$ cat config.mk
export PLATFORM = sky130hd
export DESIGN_NAME = usbirq_core
export DESIGN_NICKNAME = d
export VERILOG_FILES = /design/src/usbirq_pkg.sv /design/src/usbirq_core.sv /design/src/usbirq_pulse.sv
export SDC_FILE = /design/constraint.sdc
export NUM_CORES = 1
export LEC_CHECK = 0
export ABC_AREA = 1
export BUFFER_PORTS_ARGS = -buffer_cell sky130_fd_sc_hd__buf_2
export CORE_ASPECT_RATIO = 1.5
export CORE_MARGIN = 10
export CORE_UTILIZATION = 30
export DETAILED_ROUTE_END_ITERATION = 7
export PLACE_DENSITY_LB_ADDON = 0.1
export SYNTH_ARGS = -nofsm -noshare
export SYNTH_HDL_FRONTEND = slang
export SYNTH_SLANG_ARGS = --single-unit
$ cat constraint.sdc
create_clock -name core_clk_i -period 2 [get_ports core_clk_i]
set_input_delay 0.3 -clock core_clk_i [delete_from_list [all_inputs] [get_ports core_clk_i]]
set_output_delay 0.3 -clock core_clk_i [all_outputs]
set_load 0.1 [all_outputs]
$ cat src/usbirq_pkg.sv
// Package: constants and types for the USB device interrupt logic
package usbirq_pkg;
	// ------------------------------------------------------------
	// Flag register layout
	// ------------------------------------------------------------
	localparam int FLAG_W = 32;
	localparam int FLAG_EP_LSB = 10;
	localparam int FLAG_EP_MSB = 23;
	localparam int FLAG_CTL_IN = 9;
	localparam int FLAG_CTL_OUT = 8;
	localparam int FLAG_SLEEP_STATE = 7;
	localparam int FLAG_PSEUDO_FRAME_TICK_FLAG = 5;
	localparam int FLAG_SOF = 4;
	localparam int FLAG_DMA_DONE = 3;
	localparam int FLAG_SLEEP_ENTRY = 2;
	localparam int FLAG_RESUME = 1;
	localparam int FLAG_BUS_RESET = 0;
	localparam int NUM_EP = 16;
	localparam logic [31:0] FLAG_RESET_VAL = 32'h0000_0000;
	// Flags cleared by reading the flag register
	localparam logic [31:0] READ_CLEAR_MASK = 32'h0000_001b;
	// Writable bits of the flag store (bit 7 is live, bit 6 and 31:24 reserved)
	localparam logic [31:0] STORE_MASK = 32'h00ff_ff3f;
	// ------------------------------------------------------------
	// Commands and timing
	// ------------------------------------------------------------
	localparam logic [7:0] CMD_READ_FLAGS = 8'hc0;
	localparam int FLAG_BYTES = 4;
	localparam int CLK_PERIOD_PS = 25000;
	localparam int PULSE_TIME_PS = 166000;
	// Least time rounds up
	localparam int PULSE_CYCLES = (PULSE_TIME_PS + CLK_PERIOD_PS - 1) / CLK_PERIOD_PS;
	localparam int PSEUDO_FRAME_TICK_FLAG_TIME_US = 1000;
	localparam int PSEUDO_FRAME_TICK_FLAG_CYCLES = PSEUDO_FRAME_TICK_FLAG_TIME_US * 1000000 / CLK_PERIOD_PS;
	localparam int MISSED_SOF_LIMIT = 3;
	localparam logic RST_IRQ_POL = 1'b0;
	localparam logic RST_IRQ_LEVEL = 1'b1;
	typedef enum logic [2:0] {
		USBIRQ_IDLE = 3'b001,
		USBIRQ_READ = 3'b010,
		USBIRQ_DONE = 3'b100
	} usbirq_rd_e;
endpackage : usbirq_pkg

$ cat src/usbirq_core.sv
// Interrupt flag register, enables, pin logic and pseudo frame timer
`timescale 1ns/100ps
// Function
// - Endpoint 14..1 events set flag bits 23..10.
// - Control IN sets bit 9, control OUT sets bit 8.
// - Bit 7 shows live bus sleep state, never latched or cleared.
// - Second and later consecutive missing frame starts set bit 5, pseudo tick every 1 ms.
// - Three consecutive missed frame starts raise a one-cycle sleep request (suspend_request_o).
// - Each detected frame start sets bit 4.
// - DMA counter reaching zero sets bit 3.
// - Awake to sleep transition sets bit 2.
// - Detected resume sets bit 1.
// - Detected bus reset sets bit 0.
// - Flags always log; enable bits gate them onto the pin.
// - Global enable cleared masks the interrupt pin entirely.
// - Polarity and level/pulse bits select pin form; reset low, level.
// - Pulse mode: one 175 ns (7-cycle) pulse on each rise of the enabled flag OR.
// - Flag read clears bus reset, resume, DMA done, frame start.
// - Endpoint flags clear only by reading that endpoint's status.
// - SETUP/OUT interrupts only after data packet acknowledged.
// - Bulk endpoints interrupt on every ACK sent or received.
// - Isochronous endpoints interrupt on every packet transaction.
// - Pseudo tick interrupt has its own enable bit.
module usbirq_core #(
	parameter int PSEUDO_FRAME_TICK_FLAG_PERIOD = usbirq_pkg::PSEUDO_FRAME_TICK_FLAG_CYCLES
) (
	input wire logic core_clk_i,
	input wire logic srst_i,
	// Endpoint traffic qualified by the SIE (acked, per transfer type)
	input wire logic [usbirq_pkg::NUM_EP-1:0] ep_event_i,
	input wire logic [usbirq_pkg::NUM_EP-1:0] ep_status_read_i,
	input wire logic sof_detect_i,
	input wire logic dma_count_zero_i,
	input wire logic bus_reset_detect_i,
	input wire logic resume_detect_i,
	input wire logic bus_sleep_pin_i,
	// Command port of the parallel interface
	input wire logic cmd_valid_i,
	input wire logic [7:0] cmd_code_i,
	input wire logic data_rd_i,
	output logic [7:0] data_o,
	// Configuration bits
	input wire logic [31:0] irq_enable_i,
	input wire logic global_irq_enable_i,
	input wire logic irq_pin_polarity_i,
	input wire logic irq_level_or_pulse_select_i,
	output logic live_bus_sleep_state_o,
	output logic suspend_request_o,
	output logic irq_o
);
	import usbirq_pkg::*;

	typedef struct packed {
		logic [31:0] flags;
		logic [2:0] sync;
		logic sleep;
		logic [31:0] snap;
		logic [1:0] byte_idx;
		usbirq_rd_e rd;
		logic [7:0] data;
		logic [31:0] pseudo_frame_tick_flag_cnt;
		logic [1:0] missed;
		logic missing;
		logic susp_req;
		logic any_d;
		logic trig;
		logic irq;
	} usbirq_st_s;

	usbirq_st_s st_reg;
	usbirq_st_s st_next;
	logic pulse;
	logic [31:0] set_vec;
	logic [31:0] clr_vec;
	logic any_irq;
	logic sleep_now;

	// ------------------------------------------------------------
	// Function: select byte from a 32-bit word
	// ------------------------------------------------------------
	function automatic logic [7:0] usbirq_byte(input logic [31:0] w, input logic [1:0] i);
		usbirq_byte = w[8*i +: 8];
	endfunction : usbirq_byte

	usbirq_pulse #(.LEN(PULSE_CYCLES)) u_pulse (
		.core_clk_i(core_clk_i),
		.srst_i(srst_i),
		.trig_i(st_reg.trig),
		.pulse_o(pulse)
	);

	always_comb begin
		st_next = st_reg;
		set_vec = '0;
		clr_vec = '0;
		// ------------------------------------------------------------
		// Bus sleep input synchroniser
		// ------------------------------------------------------------
		st_next.sync = {st_reg.sync[1:0], bus_sleep_pin_i};
		sleep_now = st_reg.sleep;
		if (st_reg.sync[1] == st_reg.sync[2]) begin
			sleep_now = st_reg.sync[2];
		end
		st_next.sleep = sleep_now;
		// ------------------------------------------------------------
		// Event capture
		// ------------------------------------------------------------
		set_vec[FLAG_EP_MSB:FLAG_CTL_OUT] = ep_event_i;
		set_vec[FLAG_SOF] = sof_detect_i;
		set_vec[FLAG_DMA_DONE] = dma_count_zero_i;
		set_vec[FLAG_SLEEP_ENTRY] = sleep_now && !st_reg.sleep;
		set_vec[FLAG_RESUME] = resume_detect_i;
		set_vec[FLAG_BUS_RESET] = bus_reset_detect_i;
		// ------------------------------------------------------------
		// Pseudo frame timer
		// ------------------------------------------------------------
		st_next.susp_req = 1'b0;
		if (sof_detect_i || st_reg.sleep) begin
			st_next.pseudo_frame_tick_flag_cnt = '0;
			st_next.missed = '0;
			st_next.missing = 1'b0;
		end else if (st_reg.pseudo_frame_tick_flag_cnt >= 32'(PSEUDO_FRAME_TICK_FLAG_PERIOD - 1)) begin
			st_next.pseudo_frame_tick_flag_cnt = '0;
			st_next.missing = 1'b1;
			set_vec[FLAG_PSEUDO_FRAME_TICK_FLAG] = st_reg.missing;
			if (st_reg.missed == 2'(MISSED_SOF_LIMIT - 1)) begin
				st_next.susp_req = 1'b1;
				st_next.missed = '0;
			end else begin
				st_next.missed = st_reg.missed + 2'h1;
			end
		end else begin
			st_next.pseudo_frame_tick_flag_cnt = st_reg.pseudo_frame_tick_flag_cnt + 32'h1;
		end
		// ------------------------------------------------------------
		// Read-flags command: four bytes, low byte first
		// ------------------------------------------------------------
		if (cmd_valid_i) begin
			if (cmd_code_i == CMD_READ_FLAGS) begin
				st_next.snap = st_reg.flags;
				st_next.snap[FLAG_SLEEP_STATE] = st_reg.sleep;
				st_next.byte_idx = '0;
				st_next.rd = USBIRQ_READ;
				st_next.data = usbirq_byte(st_next.snap, 2'h0);
				clr_vec = READ_CLEAR_MASK;
			end else begin
				st_next.rd = USBIRQ_IDLE;
			end
		end else begin
			case (st_reg.rd)
				USBIRQ_IDLE: begin
					st_next.rd = USBIRQ_IDLE;
				end
				USBIRQ_READ: begin
					if (data_rd_i) begin
						st_next.byte_idx = st_reg.byte_idx + 2'h1;
						st_next.data = usbirq_byte(st_reg.snap, st_reg.byte_idx + 2'h1);
						if (st_reg.byte_idx == 2'(FLAG_BYTES - 1)) begin
							st_next.rd = USBIRQ_DONE;
							st_next.data = '0;
						end
					end
				end
				USBIRQ_DONE: begin
					st_next.rd = USBIRQ_IDLE;
				end
				default: begin
					st_next.rd = USBIRQ_IDLE;
				end
			endcase
		end
		clr_vec[FLAG_EP_MSB:FLAG_CTL_OUT] = ep_status_read_i;
		// Set wins over clear
		st_next.flags = ((st_reg.flags & ~clr_vec) | set_vec) & STORE_MASK;
		// ------------------------------------------------------------
		// Interrupt pin
		// ------------------------------------------------------------
		any_irq = global_irq_enable_i && |(st_reg.flags & irq_enable_i);
		st_next.any_d = any_irq;
		st_next.trig = any_irq && !st_reg.any_d;
		if (irq_level_or_pulse_select_i) begin
			st_next.irq = any_irq ~^ irq_pin_polarity_i;
		end else begin
			st_next.irq = (pulse && global_irq_enable_i) ~^ irq_pin_polarity_i;
		end
	end

	always_ff @(posedge core_clk_i) begin
		if (srst_i) begin
			st_reg <= '0;
			st_reg.flags <= FLAG_RESET_VAL;
			st_reg.rd <= USBIRQ_IDLE;
			st_reg.irq <= ~RST_IRQ_POL;
		end else begin
			st_reg <= st_next;
		end
	end

	assign data_o = st_reg.data;
	assign live_bus_sleep_state_o = st_reg.sleep;
	assign suspend_request_o = st_reg.susp_req;
	assign irq_o = st_reg.irq;

	// ------------------------------------------------------------
	// Assertions
	// ------------------------------------------------------------
	property p_ep_set;
		@(posedge core_clk_i) disable iff (srst_i)
		ep_event_i[5] |=> st_reg.flags[FLAG_CTL_OUT + 5];
	endproperty
	a_ep_set: assert property (p_ep_set) else $error("endpoint flag not set");
	property p_ctl_in;
		@(posedge core_clk_i) disable iff (srst_i)
		ep_event_i[1] |=> st_reg.flags[FLAG_CTL_IN];
	endproperty
	a_ctl_in: assert property (p_ctl_in) else $error("control in flag not set");
	property p_sof;
		@(posedge core_clk_i) disable iff (srst_i)
		sof_detect_i |=> st_reg.flags[FLAG_SOF] && st_reg.pseudo_frame_tick_flag_cnt == 0;
	endproperty
	a_sof: assert property (p_sof) else $error("frame flag not set");
	property p_rdclr;
		@(posedge core_clk_i) disable iff (srst_i)
		cmd_valid_i && cmd_code_i == CMD_READ_FLAGS && !sof_detect_i && !dma_count_zero_i
		&& !resume_detect_i && !bus_reset_detect_i |=> (st_reg.flags & READ_CLEAR_MASK) == 0;
	endproperty
	a_rdclr: assert property (p_rdclr) else $error("read did not clear");
	property p_epkeep;
		@(posedge core_clk_i) disable iff (srst_i)
		st_reg.flags[FLAG_EP_LSB] && !ep_status_read_i[2] |=> st_reg.flags[FLAG_EP_LSB];
	endproperty
	a_epkeep: assert property (p_epkeep) else $error("endpoint flag lost");
	property p_dma;
		@(posedge core_clk_i) disable iff (srst_i)
		dma_count_zero_i |=> st_reg.flags[FLAG_DMA_DONE];
	endproperty
	a_dma: assert property (p_dma) else $error("dma flag not set");
	property p_gmask;
		@(posedge core_clk_i) disable iff (srst_i)
		!global_irq_enable_i |=> irq_o == ~$past(irq_pin_polarity_i);
	endproperty
	a_gmask: assert property (p_gmask) else $error("global mask failed");
	property p_lvl;
		@(posedge core_clk_i) disable iff (srst_i)
		irq_level_or_pulse_select_i && global_irq_enable_i && |(st_reg.flags & irq_enable_i)
		|=> irq_o == $past(irq_pin_polarity_i);
	endproperty
	a_lvl: assert property (p_lvl) else $error("level pin not active");
	property p_reg_clean;
		@(posedge core_clk_i) disable iff (srst_i)
		(st_reg.flags & ~STORE_MASK) == 0;
	endproperty
	a_reg_clean: assert property (p_reg_clean) else $error("reserved flag set");
	property p_live;
		@(posedge core_clk_i) disable iff (srst_i)
		st_reg.sync[1] == st_reg.sync[2] |=> live_bus_sleep_state_o == $past(st_reg.sync[2]);
	endproperty
	a_live: assert property (p_live) else $error("live sleep state stale");
	property p_snap7;
		@(posedge core_clk_i) disable iff (srst_i)
		cmd_valid_i && cmd_code_i == CMD_READ_FLAGS
		|=> st_reg.snap[FLAG_SLEEP_STATE] == $past(live_bus_sleep_state_o);
	endproperty
	a_snap7: assert property (p_snap7) else $error("sleep bit not live in read");
	property p_byte0;
		@(posedge core_clk_i) disable iff (srst_i)
		cmd_valid_i && cmd_code_i == CMD_READ_FLAGS |=> data_o == st_reg.snap[7:0];
	endproperty
	a_byte0: assert property (p_byte0) else $error("first byte not low byte");
	property p_entry;
		@(posedge core_clk_i) disable iff (srst_i)
		!live_bus_sleep_state_o ##1 live_bus_sleep_state_o |-> st_reg.flags[FLAG_SLEEP_ENTRY];
	endproperty
	a_entry: assert property (p_entry) else $error("sleep entry flag not set");
	property p_resume;
		@(posedge core_clk_i) disable iff (srst_i)
		resume_detect_i |=> st_reg.flags[FLAG_RESUME];
	endproperty
	a_resume: assert property (p_resume) else $error("resume flag not set");
	property p_brst;
		@(posedge core_clk_i) disable iff (srst_i)
		bus_reset_detect_i |=> st_reg.flags[FLAG_BUS_RESET];
	endproperty
	a_brst: assert property (p_brst) else $error("bus reset flag not set");
	property p_susp;
		@(posedge core_clk_i) disable iff (srst_i)
		suspend_request_o |-> st_reg.flags[FLAG_PSEUDO_FRAME_TICK_FLAG];
	endproperty
	a_susp: assert property (p_susp) else $error("sleep request without pseudo tick");
	property p_susp_once;
		@(posedge core_clk_i) disable iff (srst_i)
		suspend_request_o |=> !suspend_request_o;
	endproperty
	a_susp_once: assert property (p_susp_once) else $error("sleep request too long");
	property p_ep_clr;
		@(posedge core_clk_i) disable iff (srst_i)
		ep_status_read_i[2] && !ep_event_i[2] |=> !st_reg.flags[FLAG_EP_LSB];
	endproperty
	a_ep_clr: assert property (p_ep_clr) else $error("endpoint flag not cleared");
endmodule : usbirq_core

$ cat src/usbirq_pulse.sv
// Pulse stretcher: fixed-length high pulse from a one-cycle trigger
`timescale 1ns/100ps
module usbirq_pulse #(
	parameter int LEN = 7
) (
	input wire logic core_clk_i,
	input wire logic srst_i,
	input wire logic trig_i,
	output logic pulse_o
);
	typedef struct packed {
		logic [7:0] cnt;
		logic pulse;
	} usbirq_pl_s;
	usbirq_pl_s st_reg;
	usbirq_pl_s st_next;

	always_comb begin
		st_next = st_reg;
		if (trig_i) begin
			st_next.cnt = 8'(LEN - 1);
			st_next.pulse = 1'b1;
		end else if (st_reg.cnt != 8'h00) begin
			st_next.cnt = st_reg.cnt - 8'h01;
		end else begin
			st_next.pulse = 1'b0;
		end
	end

	always_ff @(posedge core_clk_i) begin
		if (srst_i) begin
			st_reg <= '0;
		end else begin
			st_reg <= st_next;
		end
	end

	assign pulse_o = st_reg.pulse;

	property p_len;
		@(posedge core_clk_i) disable iff (srst_i)
		trig_i |=> pulse_o [*7];
	endproperty
	a_len: assert property (p_len) else $error("pulse too short");
	property p_len_end;
		@(posedge core_clk_i) disable iff (srst_i)
		!trig_i [*7] |=> !pulse_o;
	endproperty
	a_len_end: assert property (p_len_end) else $error("pulse too long");
endmodule : usbirq_pulse

# Word level (Yosys, flattened, before mapping)
# Cells that the tools add are included.
# W data, S select, Z words.
[classes] n_lt_le_gt_ge=1 n_reduce_logical=19 shift=1 muxes=20 bitwise_logic=7 eq_ne=9 add_sub_neg=4
[ops] operator="$add A32 B1 Y32 const B" n=1
[ops] operator="$and A24 B32 Y32" n=1
[ops] operator="$ge A32 B16 Y1 const B" n=1
[ops] operator="$reduce_or A32 Y1" n=1
[ops] operator="$shiftx A32 B6 Y8" n=1
[ops] operator="$mux W13" n=2
[ops] operator="$and A24 B24 Y24" n=1
[ops] operator="$not A24 Y24" n=1
[ops] operator="$or A24 B24 Y24" n=1
[ops] operator="$mux W8" n=2
[ops] operator="$mux W11" n=1
[ops] operator="$mux W5" n=2
[ops] operator="$eq A8 B8 Y1 const B" n=1
[ops] operator="$mux W2" n=4
[ops] operator="$reduce_bool A8 Y1" n=1
[ops] operator="$sub A8 B1 Y8 const B" n=1
[ops] operator="$mux W1" n=6
[ops] operator="$mux W3" n=2
[ops] operator="$ne A3 B3 Y1 const B" n=2
[ops] operator="$reduce_bool A2 Y1" n=3
[ops] operator="$reduce_or A3 Y1" n=2
[ops] operator="$add A2 B1 Y2 const B" n=2
[ops] operator="$eq A2 B2 Y1 const B" n=2
[ops] operator="$logic_and A1 B1 Y1" n=4
[ops] operator="other kinds (12)" n=16
[word_totals] register_bits=119 wordCells=78

# Longest topological paths before layout
[logic_depth] word_depth=6 depth_mapped=10 mapped_depth_nobuf=10

# Cells and area by module
# Synthesis repeated with hierarchy kept, for this count alone.
[unflattened] hier_cells=609 hier_area_um2=4581.9
[modules_own_cells] mod="usbirq_core" instances=1 cells_each=542 area_per_inst_um2=4083.9
[modules_own_cells] mod="usbirq_pulse" instances=1 cells_each=67 area_per_inst_um2=498.0

# Least setup slack after synthesis
# Ideal clock, no wire load.
[synth_path] kind="register -> register" start="register st_reg, in the netlist live_bus_sleep_state_o" end="register st_reg[18] (netlist bit)" arrival_time_ns=1.620 synth_period_minus_slack_ns=1.738 setup_ns=0.117 path_slack_ns=0.262 path_stages_with_launch=7 n_path_buf=1 path_cell_list="dfxtp_1 -> nor2_1 -> inv_1 -> nor2_1 -> nand3_2 -> buf_2 -> nor2_1"
[synth_between] elab_chain_len=2
[synth_lines] item="from (decl)" line="usbirq_core.sv:70" source="usbirq_st_s st_reg;"
[synth_lines] item="from (signal assigned)" line="usbirq_core.sv:195" source="st_reg <= st_next;"
[synth_lines] item="$logic_or A1 B1 Y1" line="usbirq_core.sv:118" source="if (sof_detect_i || st_reg.sleep) begin"
[synth_lines] item="$reduce_or A3 Y1 (no line)"
# No other way between the ends.
# A chain may end at the register's enable or synchronous reset.

# Final worst setup path
[layout_path] start="register st_reg[50] (netlist bit)" end="register st_reg, in the netlist data_o[6]"
[layout_between] elab_chain_len=6 elab_cells_between_ends=7 classes_between="1 x add/sub; 1 x eq/ne; 1 x shift; 4 x mux"
[layout_lines] item="$add A2 B1 Y2" line="usbirq_core.sv:157" source="st_next.data = usbirq_byte(st_reg.snap, st_reg.byte_idx + 2'h1);"
[layout_lines] item="$shiftx A32 B6 Y8" line="usbirq_core.sv:82" source="usbirq_byte = w[8*i +: 8];"
[layout_lines] item="$mux W11 *" line="usbirq_core.sv:158" source="if (st_reg.byte_idx == 2'(FLAG_BYTES - 1)) begin"
[layout_lines] item="$mux W13 *" line="usbirq_core.sv:155" source="if (data_rd_i) begin"
[layout_lines] item="$mux W8 *" line="usbirq_core.sv:150" source="case (st_reg.rd)"
[layout_lines] item="$mux W13 *" line="usbirq_core.sv:138" source="if (cmd_valid_i) begin"
# Mark *: on every way between the ends. The rest lies on a longest branch, timed or not. The select of a mux whose other input is x is not followed.

==> results.md <==
- CP Max Fanout: 10
- CTS resizes: 0
- Unrepaired setup endpoints after global routing: no
- Antenna Nets Post-Route: 0
- Finished Cell Area: 5334 um2
- Initial core utilization: 30.41%
- Tot GR Track Use: 11.22%
- FF-to-FF path depth: 5
- Crit Path Category: reg2reg
- DRC Markers: 0
- Most common cell after layout, fill and taps aside: dfxtp_1
- Routed WL per cell: 12.37 um
- Gate power share: 13.7%
- Ant diodes: 0
- Internal power: 3.512 mW
- Largest register FFs: 88
- HPWL Detailed: 8622 um
- HP Class: in2reg
- Worst Skew: 7.183 ps
- Clk_lat worst skew: 350 ps
- Post-CTS setup repair buffer count: 0
- Clk sink count: 110
- Via count: 3727
- Crit path capture type: flip-flop
- Clock Pin Slew Worst Setup and Hold Paths: 70 ps
- R2R Path End: data_o[6]
- GPL Wtd Cong: 0.7715
- Register area share after synthesis: 50.09%
- Area growth, synth to finish: 21.31%
- Buffers on Ports: 84
- Placement-stage cell area: 5047 um2
- LEAKAGE: 2.353 nW
- Die H: 168.3 um
- Post-CTS Hold Fix Bufs: 0
- Clock buffer depth: 2
- R2R setup slack: 370 ps
- GR Overflow Total: 0
- Final setup fails: 0
- Layout cells sized above 1: 16.47%
- Worst path slowest cell: ha_1
- Startpoint Class: flip-flop
- Arrival @ worst endpoint: 1900 ps
- TritonRoute pass-1 iters: 4
- Slew Limit Fails: 0
- Buffers & Inverters on Critical Path: 0
- Placed cell count: 866
- Post-Route Utilization: 36.89%
- Core outline area: 14460 um2
- CTS tree: done
- Setup TNS: 0 ps
- Post-synth design cell area: 4397 um2
- Peak Freq: 611.7 MHz
- Synth unique cells: 29
- Maxcap violations: 0
- Starting DRT DRC Count: 99
- Final Hold Vio Count: 0
- Hold Path Depth: 3
- Hold Crit Start: resume_detect_i
- Fin crit period: 1635 ps
- Clock Power Share: 35.7%
- WL final: 10910 um
- Row cnt: 54
- CP Data Required Time: 2260 ps
- Register share of total power: 50.6%
- Hold WS: 155.7 ps
- Period utilisation layout: 81.74%
- Vias in the first global route: 3754
- Hold Path End: st_reg[89]
- Ys Warns: 0
- RR Startpoint: st_reg[50]
- First-pass GRT wire length: 18190 um
- Slew @ Worst Pin: 558.5 ps
- Seq cells post-synth: 110
- CP top delay family: adder cells
- I/O pin total: 95
- Initial antenna violation count: 0
- Power per Cell Area: 897.6 nW/um2
- Commonest cells after routing, fill and taps aside: dfxtp_1 (110), nand2_1 (104), nor2_1 (94)
- Rel. slew slack: 62.63%
- Switching Share: 26.64%
- Post-Synthesis Cells: 591
- Num CTS Buffers: 9
- Worst-case vdd ir drop: 0.3821 mV
- Switching pwr: 1.276 mW
- Die area: 20000 um2
- Root Driver: clkbuf_16
- Status: finished, final reports clean
- Mapped Avg Cell Area: 7.439 um2
- CP max stage delay: 510 ps
- Chip Width: 118.8 um
- Max H-tree Level: 3
- Nets@finish: 768
- CP cell instances: ha_1 -> nand2_1 -> o21ai_0 -> a21oi_1 -> nor3_1
- Largest net degree at the start of global routing: 52
- Post-Layout Cell Count: 882
- Vias/cell: 4.226
## worst reg2reg max path: stages, from the launching register on
cell and delay [ps]:
dfxtp_1 320, ha_1 510, nand2_1 240, o21ai_0 240, a21oi_1 100, nor3_1 160
## area by class of cell
cell class,count,area (um2)
Clock buffer,12,256.5
Timing Repair Buffer,89,483.0
Sequential cell,110,2202
Inverter,83,311.5
Multi-Input combinational cell,388,1805
Tap cell,196,245.2
Clock inverter,4,30.03
Fill cell,1583,9125
## power groups by stage
stage                     registers [mW]  logic [mW]  clock network (mW)
after floorplan                     2.46       0.467                   0
after CTS                           2.42       0.671                1.77
after detailed placement            2.47       0.667                   0
after global routing                2.45       0.784                1.86
final                               2.42       0.657                1.71
after global placement              2.47       0.654                   0
## how the worst max path moves through the flow
stage                                       from    endpoint  slack (ps)  cells past startpoint
after CTS                             st_reg[37]   st_reg[5]         330                      6
after global routing                  st_reg[50]   data_o[6]         130                      5
after global placement                st_reg[37]   st_reg[5]         370                      6
final                                 st_reg[50]   data_o[6]         370                      5
after floorplan           live_bus_sleep_state_o  st_reg[18]         260                      6
after detailed placement              st_reg[37]   st_reg[5]         350                      6
## synthesized netlist by cell type
master | instances | area share (%)
nor2_1 | 94 | 8.0
a31oi_1 | 2 | 0.28
conb_1 | 1 | 0.085
inv_2 | 1 | 0.085
xnor2_1 | 1 | 0.20
dfxtp_1 | 110 | 50
o21a_1 | 1 | 0.17
a211oi_1 | 1 | 0.17
inv_1 | 82 | 7.0
nor2_4 | 1 | 0.26
buf_6 | 1 | 0.26
ha_1 | 3 | 0.85
a21oi_1 | 66 | 7.5
nand4_1 | 7 | 1.0
buf_2 | 2 | 0.23
buf_4 | 8 | 1.4
nand3_2 | 1 | 0.23
buf_1 | 2 | 0.17
clkbuf_1 | 12 | 1.0
nand3_1 | 15 | 1.7
o21bai_1 | 1 | 0.17
or2_2 | 3 | 0.43
nand2_1 | 104 | 8.9
nor3_1 | 8 | 0.91
o21ai_0 | 49 | 5.6
xor2_1 | 11 | 2.2
nand4_4 | 1 | 0.48
nand2_4 | 2 | 0.51
nor4_1 | 1 | 0.14
## layer usage
metal / global-route usage [%] / vias to the layer above / routed length [um] / part of all wire (%)
met5: 0 / - / 0 / 0
met4: 4.848 / 0 / 256 / 2.3
met3: 2.712 / 16 / 373 / 3.4
met2: 20.50 / 58 / 5716 / 52
met1: 11.90 / 1634 / 4564 / 42
li1: - / 2019 / - / -
## stage by stage
stage                     setup slack [ps]  power [mW]
final                                365.2       4.788
after global routing                 128.8       5.094
after CTS                            333.7       4.866
after detailed placement             351.1       3.141
after global placement               372.8       3.121
after floorplan                      262.4       2.922
## logic make-up (layout without fill, tap and decap cells)
family | after synthesis | after routing | synth area share [%]
and+or+nand+nor | 237 | 237 | 22.57
AOI/OAI and AO/OA | 120 | 120 | 13.89
adders and majority gates | 3 | 3 | 0.8538
buffers and inverters | 108 | 188 | 10.13
xor gates and xnor gates | 12 | 12 | 2.390
DFF | 110 | 110 | 50.09
other | 1 | 16 | 0.08529
Power figures use the tool's default switching activity.
